### src/core/buck_consts.svh
// Timing counts, thresholds and flag positions of the switcher sequencer.
// Assumes a 20 MHz control clock; all clock-cycle counts derive from it.
`ifndef BUCK_CONSTS_SVH
`define BUCK_CONSTS_SVH

// Clock rate
`define CLK_MHZ            20
// Least time in ns to clock cycles, rounded up
`define CYC_CEIL(ns)       ((((ns) * `CLK_MHZ) + 999) / 1000)

// Blanking after turn-on
`define T_TURN_ON_BLANK_NS 250
`define T_SC_BLANK_NS      200
`define TURN_ON_BLANK_CYC  `CYC_CEIL(`T_TURN_ON_BLANK_NS)
`define SC_BLANK_CYC       `CYC_CEIL(`T_SC_BLANK_NS)

// Minimum off time per soft-start stage
`define T_MINOFF_START_NS  62000
`define T_MINOFF_MID_NS    31000
`define T_MINOFF_NORM_NS   15500
`define MINOFF_START_CYC   `CYC_CEIL(`T_MINOFF_START_NS)
`define MINOFF_MID_CYC     `CYC_CEIL(`T_MINOFF_MID_NS)
`define MINOFF_NORM_CYC    `CYC_CEIL(`T_MINOFF_NORM_NS)

// Extra off time per light-load step
`define T_EXTRA_OFF_NS     2000
`define EXTRA_OFF_CYC      `CYC_CEIL(`T_EXTRA_OFF_NS)

// Soft start and open-loop blanking, in switching cycles
`define SS_STAGE_CYCLES    128
`define SS_CNT_LAST        7'h7f
`define SS_SHIFT           7
`define OLD_BLANK_CYCLES   7'h40

// Overload delay: 170 ms at 36 kHz as a switching-cycle count
`define OLP_DELAY_MS       170
`define OLP_REF_KHZ        36
`define OLP_CYCLES         (`OLP_DELAY_MS * `OLP_REF_KHZ)

// Peak-current level range
`define PEAK_LVL_MAX       2'h3
`define PEAK_LVL_MIN       2'h0

// Soft-start stages
`define SS_STAGE_ONE       2'h0
`define SS_STAGE_TWO       2'h1
`define SS_STAGE_NORM      2'h2

// Comparator flag positions
`define FLAG_COUNT         9
`define F_BIAS_UPPER       0
`define F_BIAS_LOWER       1
`define F_BIAS_RESTART     2
`define F_FB_SWITCH_ON     3
`define F_FB_OVERLOAD      4
`define F_FB_OPEN_LOOP     5
`define F_PEAK_LIMIT       6
`define F_SHORT_CIRCUIT    7
`define F_OVER_TEMP        8

`endif

### src/core/buck_pkg.sv
// Types shared by the switcher sequencer.
// Assumes buck_consts.svh supplies the numeric constants.
package buck_pkg;

  typedef enum logic [2:0] {
    ST_CHARGE = 3'b000,
    ST_OFF    = 3'b001,
    ST_ON     = 3'b010,
    ST_SHORT  = 3'b011,
    ST_FAULT  = 3'b100
  } ctl_state_t;

endpackage

### src/core/tick_if.sv
// Clear and elapsed-count link between sequencer and interval counter.
// Assumes both ends share one clock.
`timescale 1ns/100ps
`default_nettype none
interface tick_if #(
  parameter int W = 16
);
  logic         clr;
  logic [W-1:0] elapsed;

  modport ctl (output clr, input elapsed);
  modport cnt (input clr, output elapsed);
endinterface
`default_nettype wire

### src/core/interval_counter.sv
// Saturating oscillator-tick counter, cleared on request.
// Assumes clr is a single-cycle level from the sequencer.
`timescale 1ns/100ps
`default_nettype none
module interval_counter #(
  parameter int W = 16
) (
  // Clock and reset
  input  wire logic i_ref_clk,
  input  wire logic i_reset,
  // Tick link
  tick_if.cnt       tick
);

  typedef struct packed {
    logic [W-1:0] cnt;
  } cnt_state_t;

  cnt_state_t s_q;
  cnt_state_t s_d;

  // Count ticks, hold at full scale
  always_comb begin
    s_d = s_q;
    if (tick.clr) begin
      s_d.cnt = '0;
    end else if (s_q.cnt != {W{1'b1}}) begin
      s_d.cnt = s_q.cnt + 1'b1;
    end
  end

  always_ff @(posedge i_ref_clk or posedge i_reset) begin
    if (i_reset) begin
      s_q <= '0;
    end else begin
      s_q <= s_d;
    end
  end

  assign tick.elapsed = s_q.cnt;

endmodule
`default_nettype wire

### src/core/buck_switcher_control_fsm.sv
// Start-up, switching and fault sequencer for a step-down power switcher.
// Assumes comparator flags arrive from analog and are asynchronous to the clock.
//
// How it works
// - Bias upper threshold starts, regulator off
// - Below lower threshold, regulator back on
// - Any fault stops gate switching
// - Fault discharges bias, waits restart threshold
// - Turn on when feedback low, min off done
// - Turn off at peak-current limit
// - Minimum off time ramps down in stages
// - Stages one and two each last 128 cycles
// - Light load lengthens off, lowers peak
// - Overload timer counts while feedback low
// - Overload fault after delay cycle count
// - Short circuit halts, resumes when removed
// - Over-temperature shuts down, then restarts
// - Open loop stops and restarts
// - Open loop ignored first 64 cycles
// - Blanking after turn-on, shorter for short
`include "buck_consts.svh"
`timescale 1ns/100ps
`default_nettype none
module buck_switcher_control_fsm
  import buck_pkg::*;
#(
  parameter int TW         = 16,
  parameter int OLP_W      = 13,
  parameter int OLP_CYCLES = `OLP_CYCLES
) (
  // Clock and reset
  input  wire logic       i_ref_clk,
  input  wire logic       i_reset,
  // Bias supply comparators
  input  wire logic       i_bias_above_upper,
  input  wire logic       i_bias_below_lower,
  input  wire logic       i_bias_below_restart,
  // Feedback comparators
  input  wire logic       i_fb_below_switch_on,
  input  wire logic       i_fb_below_overload,
  input  wire logic       i_fb_below_open_loop,
  // Current and thermal comparators
  input  wire logic       i_peak_limit_hit,
  input  wire logic       i_short_circuit,
  input  wire logic       i_over_temp,
  // Power stage controls
  output logic            o_gate_on,
  output logic            o_hv_reg_en,
  output logic            o_bias_discharge_en,
  output logic [1:0]      o_peak_level,
  // Status
  output logic [1:0]      o_soft_stage,
  output logic            o_short_hold
);

  typedef struct packed {
    ctl_state_t             st;
    logic [`FLAG_COUNT-1:0] sync1;
    logic [`FLAG_COUNT-1:0] sync2;
    logic [1:0]             stage;
    logic [6:0]             ss_cnt;
    logic [6:0]             old_cnt;
    logic [OLP_W-1:0]       olp_cnt;
    logic [1:0]             peak;
    logic                   gate;
    logic                   hv_en;
    logic                   dis;
    logic                   sc;
  } ctl_t;

  localparam logic [TW-1:0]    LEB_C = TW'(`TURN_ON_BLANK_CYC);
  localparam logic [TW-1:0]    SCB_C = TW'(`SC_BLANK_CYC);
  localparam logic [OLP_W-1:0] OLP_C = OLP_W'(OLP_CYCLES);

  ctl_t          s_q;
  ctl_t          s_d;
  logic [TW-1:0] minoff;
  logic [TW-1:0] elapsed;
  logic          tick_clr;
  logic          ol_armed;
  logic [`FLAG_COUNT-1:0] flags;

  tick_if #(.W(TW)) tick ();

  interval_counter #(.W(TW)) u_tick (
    .i_ref_clk (i_ref_clk),
    .i_reset   (i_reset),
    .tick      (tick.cnt)
  );

  assign tick.clr = tick_clr;
  assign elapsed  = tick.elapsed;

  // Stage-dependent minimum off time, linear ramp across the stage
  function automatic logic [TW-1:0] minoff_of(input logic [1:0] stage,
                                              input logic [6:0] cnt,
                                              input logic [1:0] peak);
    logic [TW-1:0] hi;
    logic [TW-1:0] lo;
    logic [31:0]   red;
    logic [TW-1:0] ext;
    hi = TW'(`MINOFF_NORM_CYC);
    lo = TW'(`MINOFF_NORM_CYC);
    unique case (stage)
      `SS_STAGE_ONE: begin
        hi = TW'(`MINOFF_START_CYC);
        lo = TW'(`MINOFF_MID_CYC);
      end
      `SS_STAGE_TWO: begin
        hi = TW'(`MINOFF_MID_CYC);
        lo = TW'(`MINOFF_NORM_CYC);
      end
      default: begin
        hi = TW'(`MINOFF_NORM_CYC);
        lo = TW'(`MINOFF_NORM_CYC);
      end
    endcase
    red = (32'(hi - lo) * 32'(cnt)) >> `SS_SHIFT;
    ext = TW'(32'(`PEAK_LVL_MAX - peak) * 32'(`EXTRA_OFF_CYC));
    return TW'(hi - TW'(red) + ext);
  endfunction

  assign flags = {i_over_temp, i_short_circuit, i_peak_limit_hit,
                  i_fb_below_open_loop, i_fb_below_overload, i_fb_below_switch_on,
                  i_bias_below_restart, i_bias_below_lower, i_bias_above_upper};

  assign minoff   = minoff_of(s_q.stage, s_q.ss_cnt, s_q.peak);
  assign ol_armed = (s_q.old_cnt >= `OLD_BLANK_CYCLES);

  always_comb begin
    s_d       = s_q;
    s_d.sync1 = flags;
    s_d.sync2 = s_q.sync1;

    // Bias hysteresis while running
    if (s_q.st != ST_CHARGE && s_q.st != ST_FAULT) begin
      if (s_q.sync2[`F_BIAS_LOWER]) begin
        s_d.hv_en = 1'b1;
      end else if (s_q.sync2[`F_BIAS_UPPER]) begin
        s_d.hv_en = 1'b0;
      end
    end

    unique case (s_q.st)
      ST_CHARGE: begin
        s_d.hv_en = 1'b1;
        s_d.dis   = 1'b0;
        if (s_q.sync2[`F_BIAS_UPPER]) begin
          s_d.st      = ST_OFF;
          s_d.hv_en   = 1'b0;
          s_d.stage   = `SS_STAGE_ONE;
          s_d.ss_cnt  = '0;
          s_d.old_cnt = '0;
          s_d.olp_cnt = '0;
          s_d.peak    = `PEAK_LVL_MAX;
        end
      end
      ST_OFF: begin
        if (elapsed >= minoff && s_q.sync2[`F_FB_SWITCH_ON]) begin
          s_d.st   = ST_ON;
          s_d.gate = 1'b1;
          // Soft-start stage progress
          if (s_q.stage != `SS_STAGE_NORM) begin
            if (s_q.ss_cnt == `SS_CNT_LAST) begin
              s_d.stage  = s_q.stage + 2'h1;
              s_d.ss_cnt = '0;
            end else begin
              s_d.ss_cnt = s_q.ss_cnt + 7'h1;
            end
          end
          if (!ol_armed) begin
            s_d.old_cnt = s_q.old_cnt + 7'h1;
          end
          // Overload counted in switching cycles
          if (s_q.sync2[`F_FB_OVERLOAD]) begin
            if (s_q.olp_cnt != {OLP_W{1'b1}}) begin
              s_d.olp_cnt = s_q.olp_cnt + 1'b1;
            end
          end else begin
            s_d.olp_cnt = '0;
          end
          // Load estimate from how long the off phase ran
          if (elapsed > TW'(32'(minoff) * 2)) begin
            if (s_q.peak != `PEAK_LVL_MIN) begin
              s_d.peak = s_q.peak - 2'h1;
            end
          end else if (elapsed == minoff && s_q.peak != `PEAK_LVL_MAX) begin
            s_d.peak = s_q.peak + 2'h1;
          end
        end
      end
      ST_ON: begin
        if (elapsed >= SCB_C && s_q.sync2[`F_SHORT_CIRCUIT]) begin
          s_d.st   = ST_SHORT;
          s_d.gate = 1'b0;
          s_d.sc   = 1'b1;
        end else if (elapsed >= LEB_C && s_q.sync2[`F_PEAK_LIMIT]) begin
          s_d.st   = ST_OFF;
          s_d.gate = 1'b0;
        end
      end
      ST_SHORT: begin
        if (!s_q.sync2[`F_SHORT_CIRCUIT]) begin
          s_d.st = ST_OFF;
          s_d.sc = 1'b0;
        end
      end
      ST_FAULT: begin
        s_d.gate  = 1'b0;
        s_d.dis   = 1'b1;
        s_d.hv_en = 1'b0;
        if (s_q.sync2[`F_BIAS_RESTART]) begin
          s_d.st    = ST_CHARGE;
          s_d.dis   = 1'b0;
          s_d.hv_en = 1'b1;
        end
      end
      default: begin
        s_d.st = ST_FAULT;
      end
    endcase

    // Latching faults override the running states
    if (s_q.st == ST_OFF || s_q.st == ST_ON || s_q.st == ST_SHORT) begin
      if (s_q.sync2[`F_OVER_TEMP]
          || (ol_armed && s_q.sync2[`F_FB_OPEN_LOOP])
          || s_q.olp_cnt >= OLP_C) begin
        s_d.st    = ST_FAULT;
        s_d.gate  = 1'b0;
        s_d.dis   = 1'b1;
        s_d.hv_en = 1'b0;
        s_d.sc    = 1'b0;
      end
    end

    tick_clr = (s_d.st != s_q.st);
  end

  always_ff @(posedge i_ref_clk or posedge i_reset) begin
    if (i_reset) begin
      s_q       <= '0;
      s_q.st    <= ST_CHARGE;
      s_q.hv_en <= 1'b1;
      s_q.peak  <= `PEAK_LVL_MAX;
    end else begin
      s_q <= s_d;
    end
  end

  assign o_gate_on           = s_q.gate;
  assign o_hv_reg_en         = s_q.hv_en;
  assign o_bias_discharge_en = s_q.dis;
  assign o_peak_level        = s_q.peak;
  assign o_soft_stage        = s_q.stage;
  assign o_short_hold        = s_q.sc;
endmodule
`default_nettype wire

### config.mk
export PLATFORM = sky130hd
export DESIGN_NAME = buck_switcher_control_fsm
export DESIGN_NICKNAME = d
export VERILOG_FILES = /design/src/core/buck_pkg.sv /design/src/core/tick_if.sv /design/src/core/interval_counter.sv /design/src/core/buck_switcher_control_fsm.sv
export VERILOG_INCLUDE_DIRS = /design/src /design/src/core
export SDC_FILE = /design/constraint.sdc
export NUM_CORES = 1
export LEC_CHECK = 0
export BUFFER_PORTS_ARGS = -buffer_cell sky130_fd_sc_hd__clkbuf_2
export CORE_ASPECT_RATIO = 0.5
export CORE_UTILIZATION = 40
export CTS_BUF_LIST = sky130_fd_sc_hd__clkbuf_4
export DETAILED_ROUTE_END_ITERATION = 12
export PLACE_DENSITY = 0.57
export SLEW_MARGIN = 5
export SYNTH_ARGS = -nofsm -noshare
export SYNTH_HDL_FRONTEND = slang
export SYNTH_SLANG_ARGS = --single-unit
### constraint.sdc
create_clock -name i_ref_clk -period 10.95 [get_ports i_ref_clk]
set_input_delay 1.6425 -clock i_ref_clk [delete_from_list [all_inputs] [get_ports i_ref_clk]]
set_output_delay 1.6425 -clock i_ref_clk [all_outputs]
set_load 0.05 [all_outputs]
==> impl_metrics.env <==
export IMPL_period_needed_ps=10020
export IMPL_synth_xor_area_frac=0.0470
export IMPL_synthSimpleGateAreaFrac=0.184
export IMPL_layout_nets=1044
export IMPL_setup_viol=0
export IMPL_cts_buffers=9
export IMPL_synth_fa_ha_area_frac=0.305
export IMPL_final_common_cell="inv_1"
export IMPL_synth_edf_count=0
export IMPL_period_share=0.915
export IMPL_clock_root_buffer="clkbuf_4"
export IMPL_grt_pass1_wl_um=28500
export IMPL_worstSetupPathDepth=36
export IMPL_layout_drive_gt1_share=0.0708
export IMPL_hold_viol=0
export IMPL_final_area_um2=8330
export IMPL_start_util=0.415
export IMPL_grt_pass1_vias=5858
export IMPL_multi_input_area_um2=5460
export IMPL_top_usage_layer="met2"
export IMPL_cts_tree="built"
export IMPL_cp_start_kind="register"
export IMPL_clkLatencyLatePin_ps=430
export IMPL_fillers=1844
export IMPL_drc=0
export IMPL_cp_num_buf_inv=5
export IMPL_final_setup_tns_ps=0
export IMPL_cp_top_family="adder cells"
export IMPL_dpl_worst_slack_ps=852
export IMPL_final_seq_area_um2=1810
export IMPL_slew_headroom=0.328
export IMPL_h_tree_depth=3
export IMPL_gp_congestion=0.859
export IMPL_vias=5927
export IMPL_rows=35
export IMPL_seq_area_frac_synth=0.233
export IMPL_synth_distinct_cells=70
export IMPL_cp_slowest_cell="or4_4"
export IMPL_portBuffers=18
export IMPL_dieArea_um2=20000
export IMPL_tightest_slew_ps=1000
export IMPL_cts_sinks=72
export IMPL_required_ps=11270
export IMPL_synth_area_um2=7750
export IMPL_hold_depth=0
export IMPL_fin_skew_ps=19.6
export IMPL_ant_nets=0
export IMPL_grtUsageTotal=0.181
export IMPL_reg2reg_depth=36
export IMPL_synth_compound_area_share=0.147
export IMPL_postCtsHoldBufs=0
export IMPL_vdd_ir_drop_max_uv=153
export IMPL_power_density_nw_per_um2=168
export IMPL_cts_setup_buffers=0
export IMPL_cp_arrival_ps=10330
export IMPL_synth_top_family_by_area="adder cells"
export IMPL_synth_mux_area_frac=0.00904
export IMPL_grt_use_met1=0.254
export IMPL_syn_inst=860
export IMPL_ys_async_sr_fraction=1.00
export IMPL_io_pins=19
export IMPL_wl_um=16500
export IMPL_fmax_mhz=99.8
export IMPL_overflow=0
export IMPL_clk_pin_slew_ps=120
export IMPL_grt_start_max_net_pins=73
export IMPL_routed_via_density=5.15
export IMPL_synth_seq_cells=72
export IMPL_worst_path_max_fanout=16
export IMPL_die_x_um=199
export IMPL_synthToLayoutAreaGrowth_pct=7.42
export IMPL_synth_top_flop_cell="dfrtp_1"
export IMPL_status="complete, no violations"
export IMPL_place_area_um2=8130
export IMPL_crit_type="register to register"
export IMPL_grt_util_met3=0.0264
export IMPL_use_met2=0.301
export IMPL_initialDrtViolationCount=398
export IMPL_holdWs_ps=352
export IMPL_dieHeight_um=100
export IMPL_antenna_found_initial=1
export IMPL_syn_avg_cell_area_um2=9.02
export IMPL_cts_path_max_buffers=2
export IMPL_coreArea_um2=18700
export IMPL_first_pass_iters=5
export IMPL_hpwl_um=13400
export IMPL_leakage_nw=4.11
export IMPL_layout_setup_ws_ps=934
export IMPL_routedWlPerCell_um=14.3
export IMPL_cp_end_kind="register"
export IMPL_final_max_slew_viol_count=0
export IMPL_yosysWarnings=0
export IMPL_hold_path_class="register to register"
export IMPL_cap_violations=0
export IMPL_mostFrequentLayoutCells="inv_1 (119), ha_1 (83), nand2_1 (70)"
export IMPL_rsz0062_at_grt="no"
export IMPL_slowest_delay_ps=570
==> registers in the layout (all words and copies together) (netlist names) <==
| register | cells |
|---|---|
| s_q | 39 |
| u_tick.tick.elapsed | 16 |
| s_d | 9 |
| o_peak_level | 2 |
| o_soft_stage | 2 |
| o_bias_discharge_en | 1 |
| o_gate_on | 1 |
| o_hv_reg_en | 1 |
| o_short_hold | 1 |
==> path summary, 6_finish.rpt <==
path,start,endpoint,slack [ps]
worst max-delay path,o_soft_stage[1],s_q[18],930
worst min-delay path,s_d[38],s_q[38],350
worst max register to register,o_soft_stage[1],s_q[18],930
worst min register to register,s_d[38],s_q[38],350
max in group asynchronous,i_reset,s_q[15],8890
min in group asynchronous,i_reset,u_tick.tick.elapsed[4],1450
==> final cells by class <==
cell class / count / share of cell area
repair buffers: 19 / 0.0117
clock inverters: 5 / 0.0126
multi-input cells: 663 / 0.656
flip-flops and latches: 72 / 0.217
clock buffers: 11 / 0.00991
well taps: 259 / 0.0389
diodes: 1 / 0.000300
inverters: 120 / 0.0541
==> stage by stage <==
stage	cells	power (mW)	utilization
4_1_cts	1149	1.39	0.445
3_5_place_dp	1133	1.16	0.435
3_3_place_gp	1133	1.15	0.435
5_1_grt	1150	1.54	0.445
6_report	1150	1.40	0.445
2_1_floorplan	880	0.998	-
==> per-layer routing <==
layer / up-vias / wire [um]
met4: 0 / 130
met5: - / 0
met2: 78 / 7650
met3: 10 / 503
met1: 2871 / 8180
li1: 2968 / -
==> kinds of logic after synthesis <==
| logic type | Yosys count |
|---|---|
| adders and majority gates | 150 |
| muxes | 7 |
| xor gates and xnor gates | 40 |
| and+or+nand+nor | 273 |
| buffers and inverters | 145 |
| AOI/OAI and AO/OA | 171 |
| DFF | 72 |
| other | 2 |
==> timing repair <==
action,CTS,global route
gates resized for setup,0,1
endpoints found under the setup margin,0,15
hold endpoints to repair,0,0
==> synthesized netlist by cell type (all sizes together) (5+ instances only) <==
library cell | count | area, um2
nand4 | 8 | 50.1
a31oi | 9 | 68.8
nand3 | 20 | 100
a22oi | 5 | 37.5
and4 | 6 | 55.1
fa | 65 | 1300
o21bai | 6 | 45.0
inv | 120 | 450
nor3 | 19 | 95.1
dfrtp | 69 | 1730
o31ai | 5 | 37.5
clkbuf | 15 | 56.3
mux2i | 7 | 70.1
nor2 | 46 | 173
a21oi | 45 | 244
nand2b | 11 | 68.8
o21ai | 39 | 199
a21o | 13 | 97.6
nor2b | 12 | 75.1
and2 | 15 | 93.8
a211oi | 9 | 67.6
o21a | 10 | 75.1
or2 | 9 | 56.3
o211ai | 5 | 37.5
nand2 | 70 | 263
ha | 83 | 1040
xor2 | 20 | 175
buf | 10 | 66.3
and3 | 21 | 136
xnor2 | 19 | 166
nor4 | 15 | 93.8
nand4b | 5 | 43.8
or3 | 8 | 50.1
==> power by group <==
part | leakage [nW] | internal (mW) | switching [mW] | total [mW]
clock | 0.0933 | 0.121 | 0.0969 | 0.218
combinational | 3.07 | 0.345 | 0.535 | 0.881
sequential | 0.947 | 0.282 | 0.0185 | 0.300
total | 4.11 | 0.748 | 0.651 | 1.40
Power figures use the tool's default switching activity.
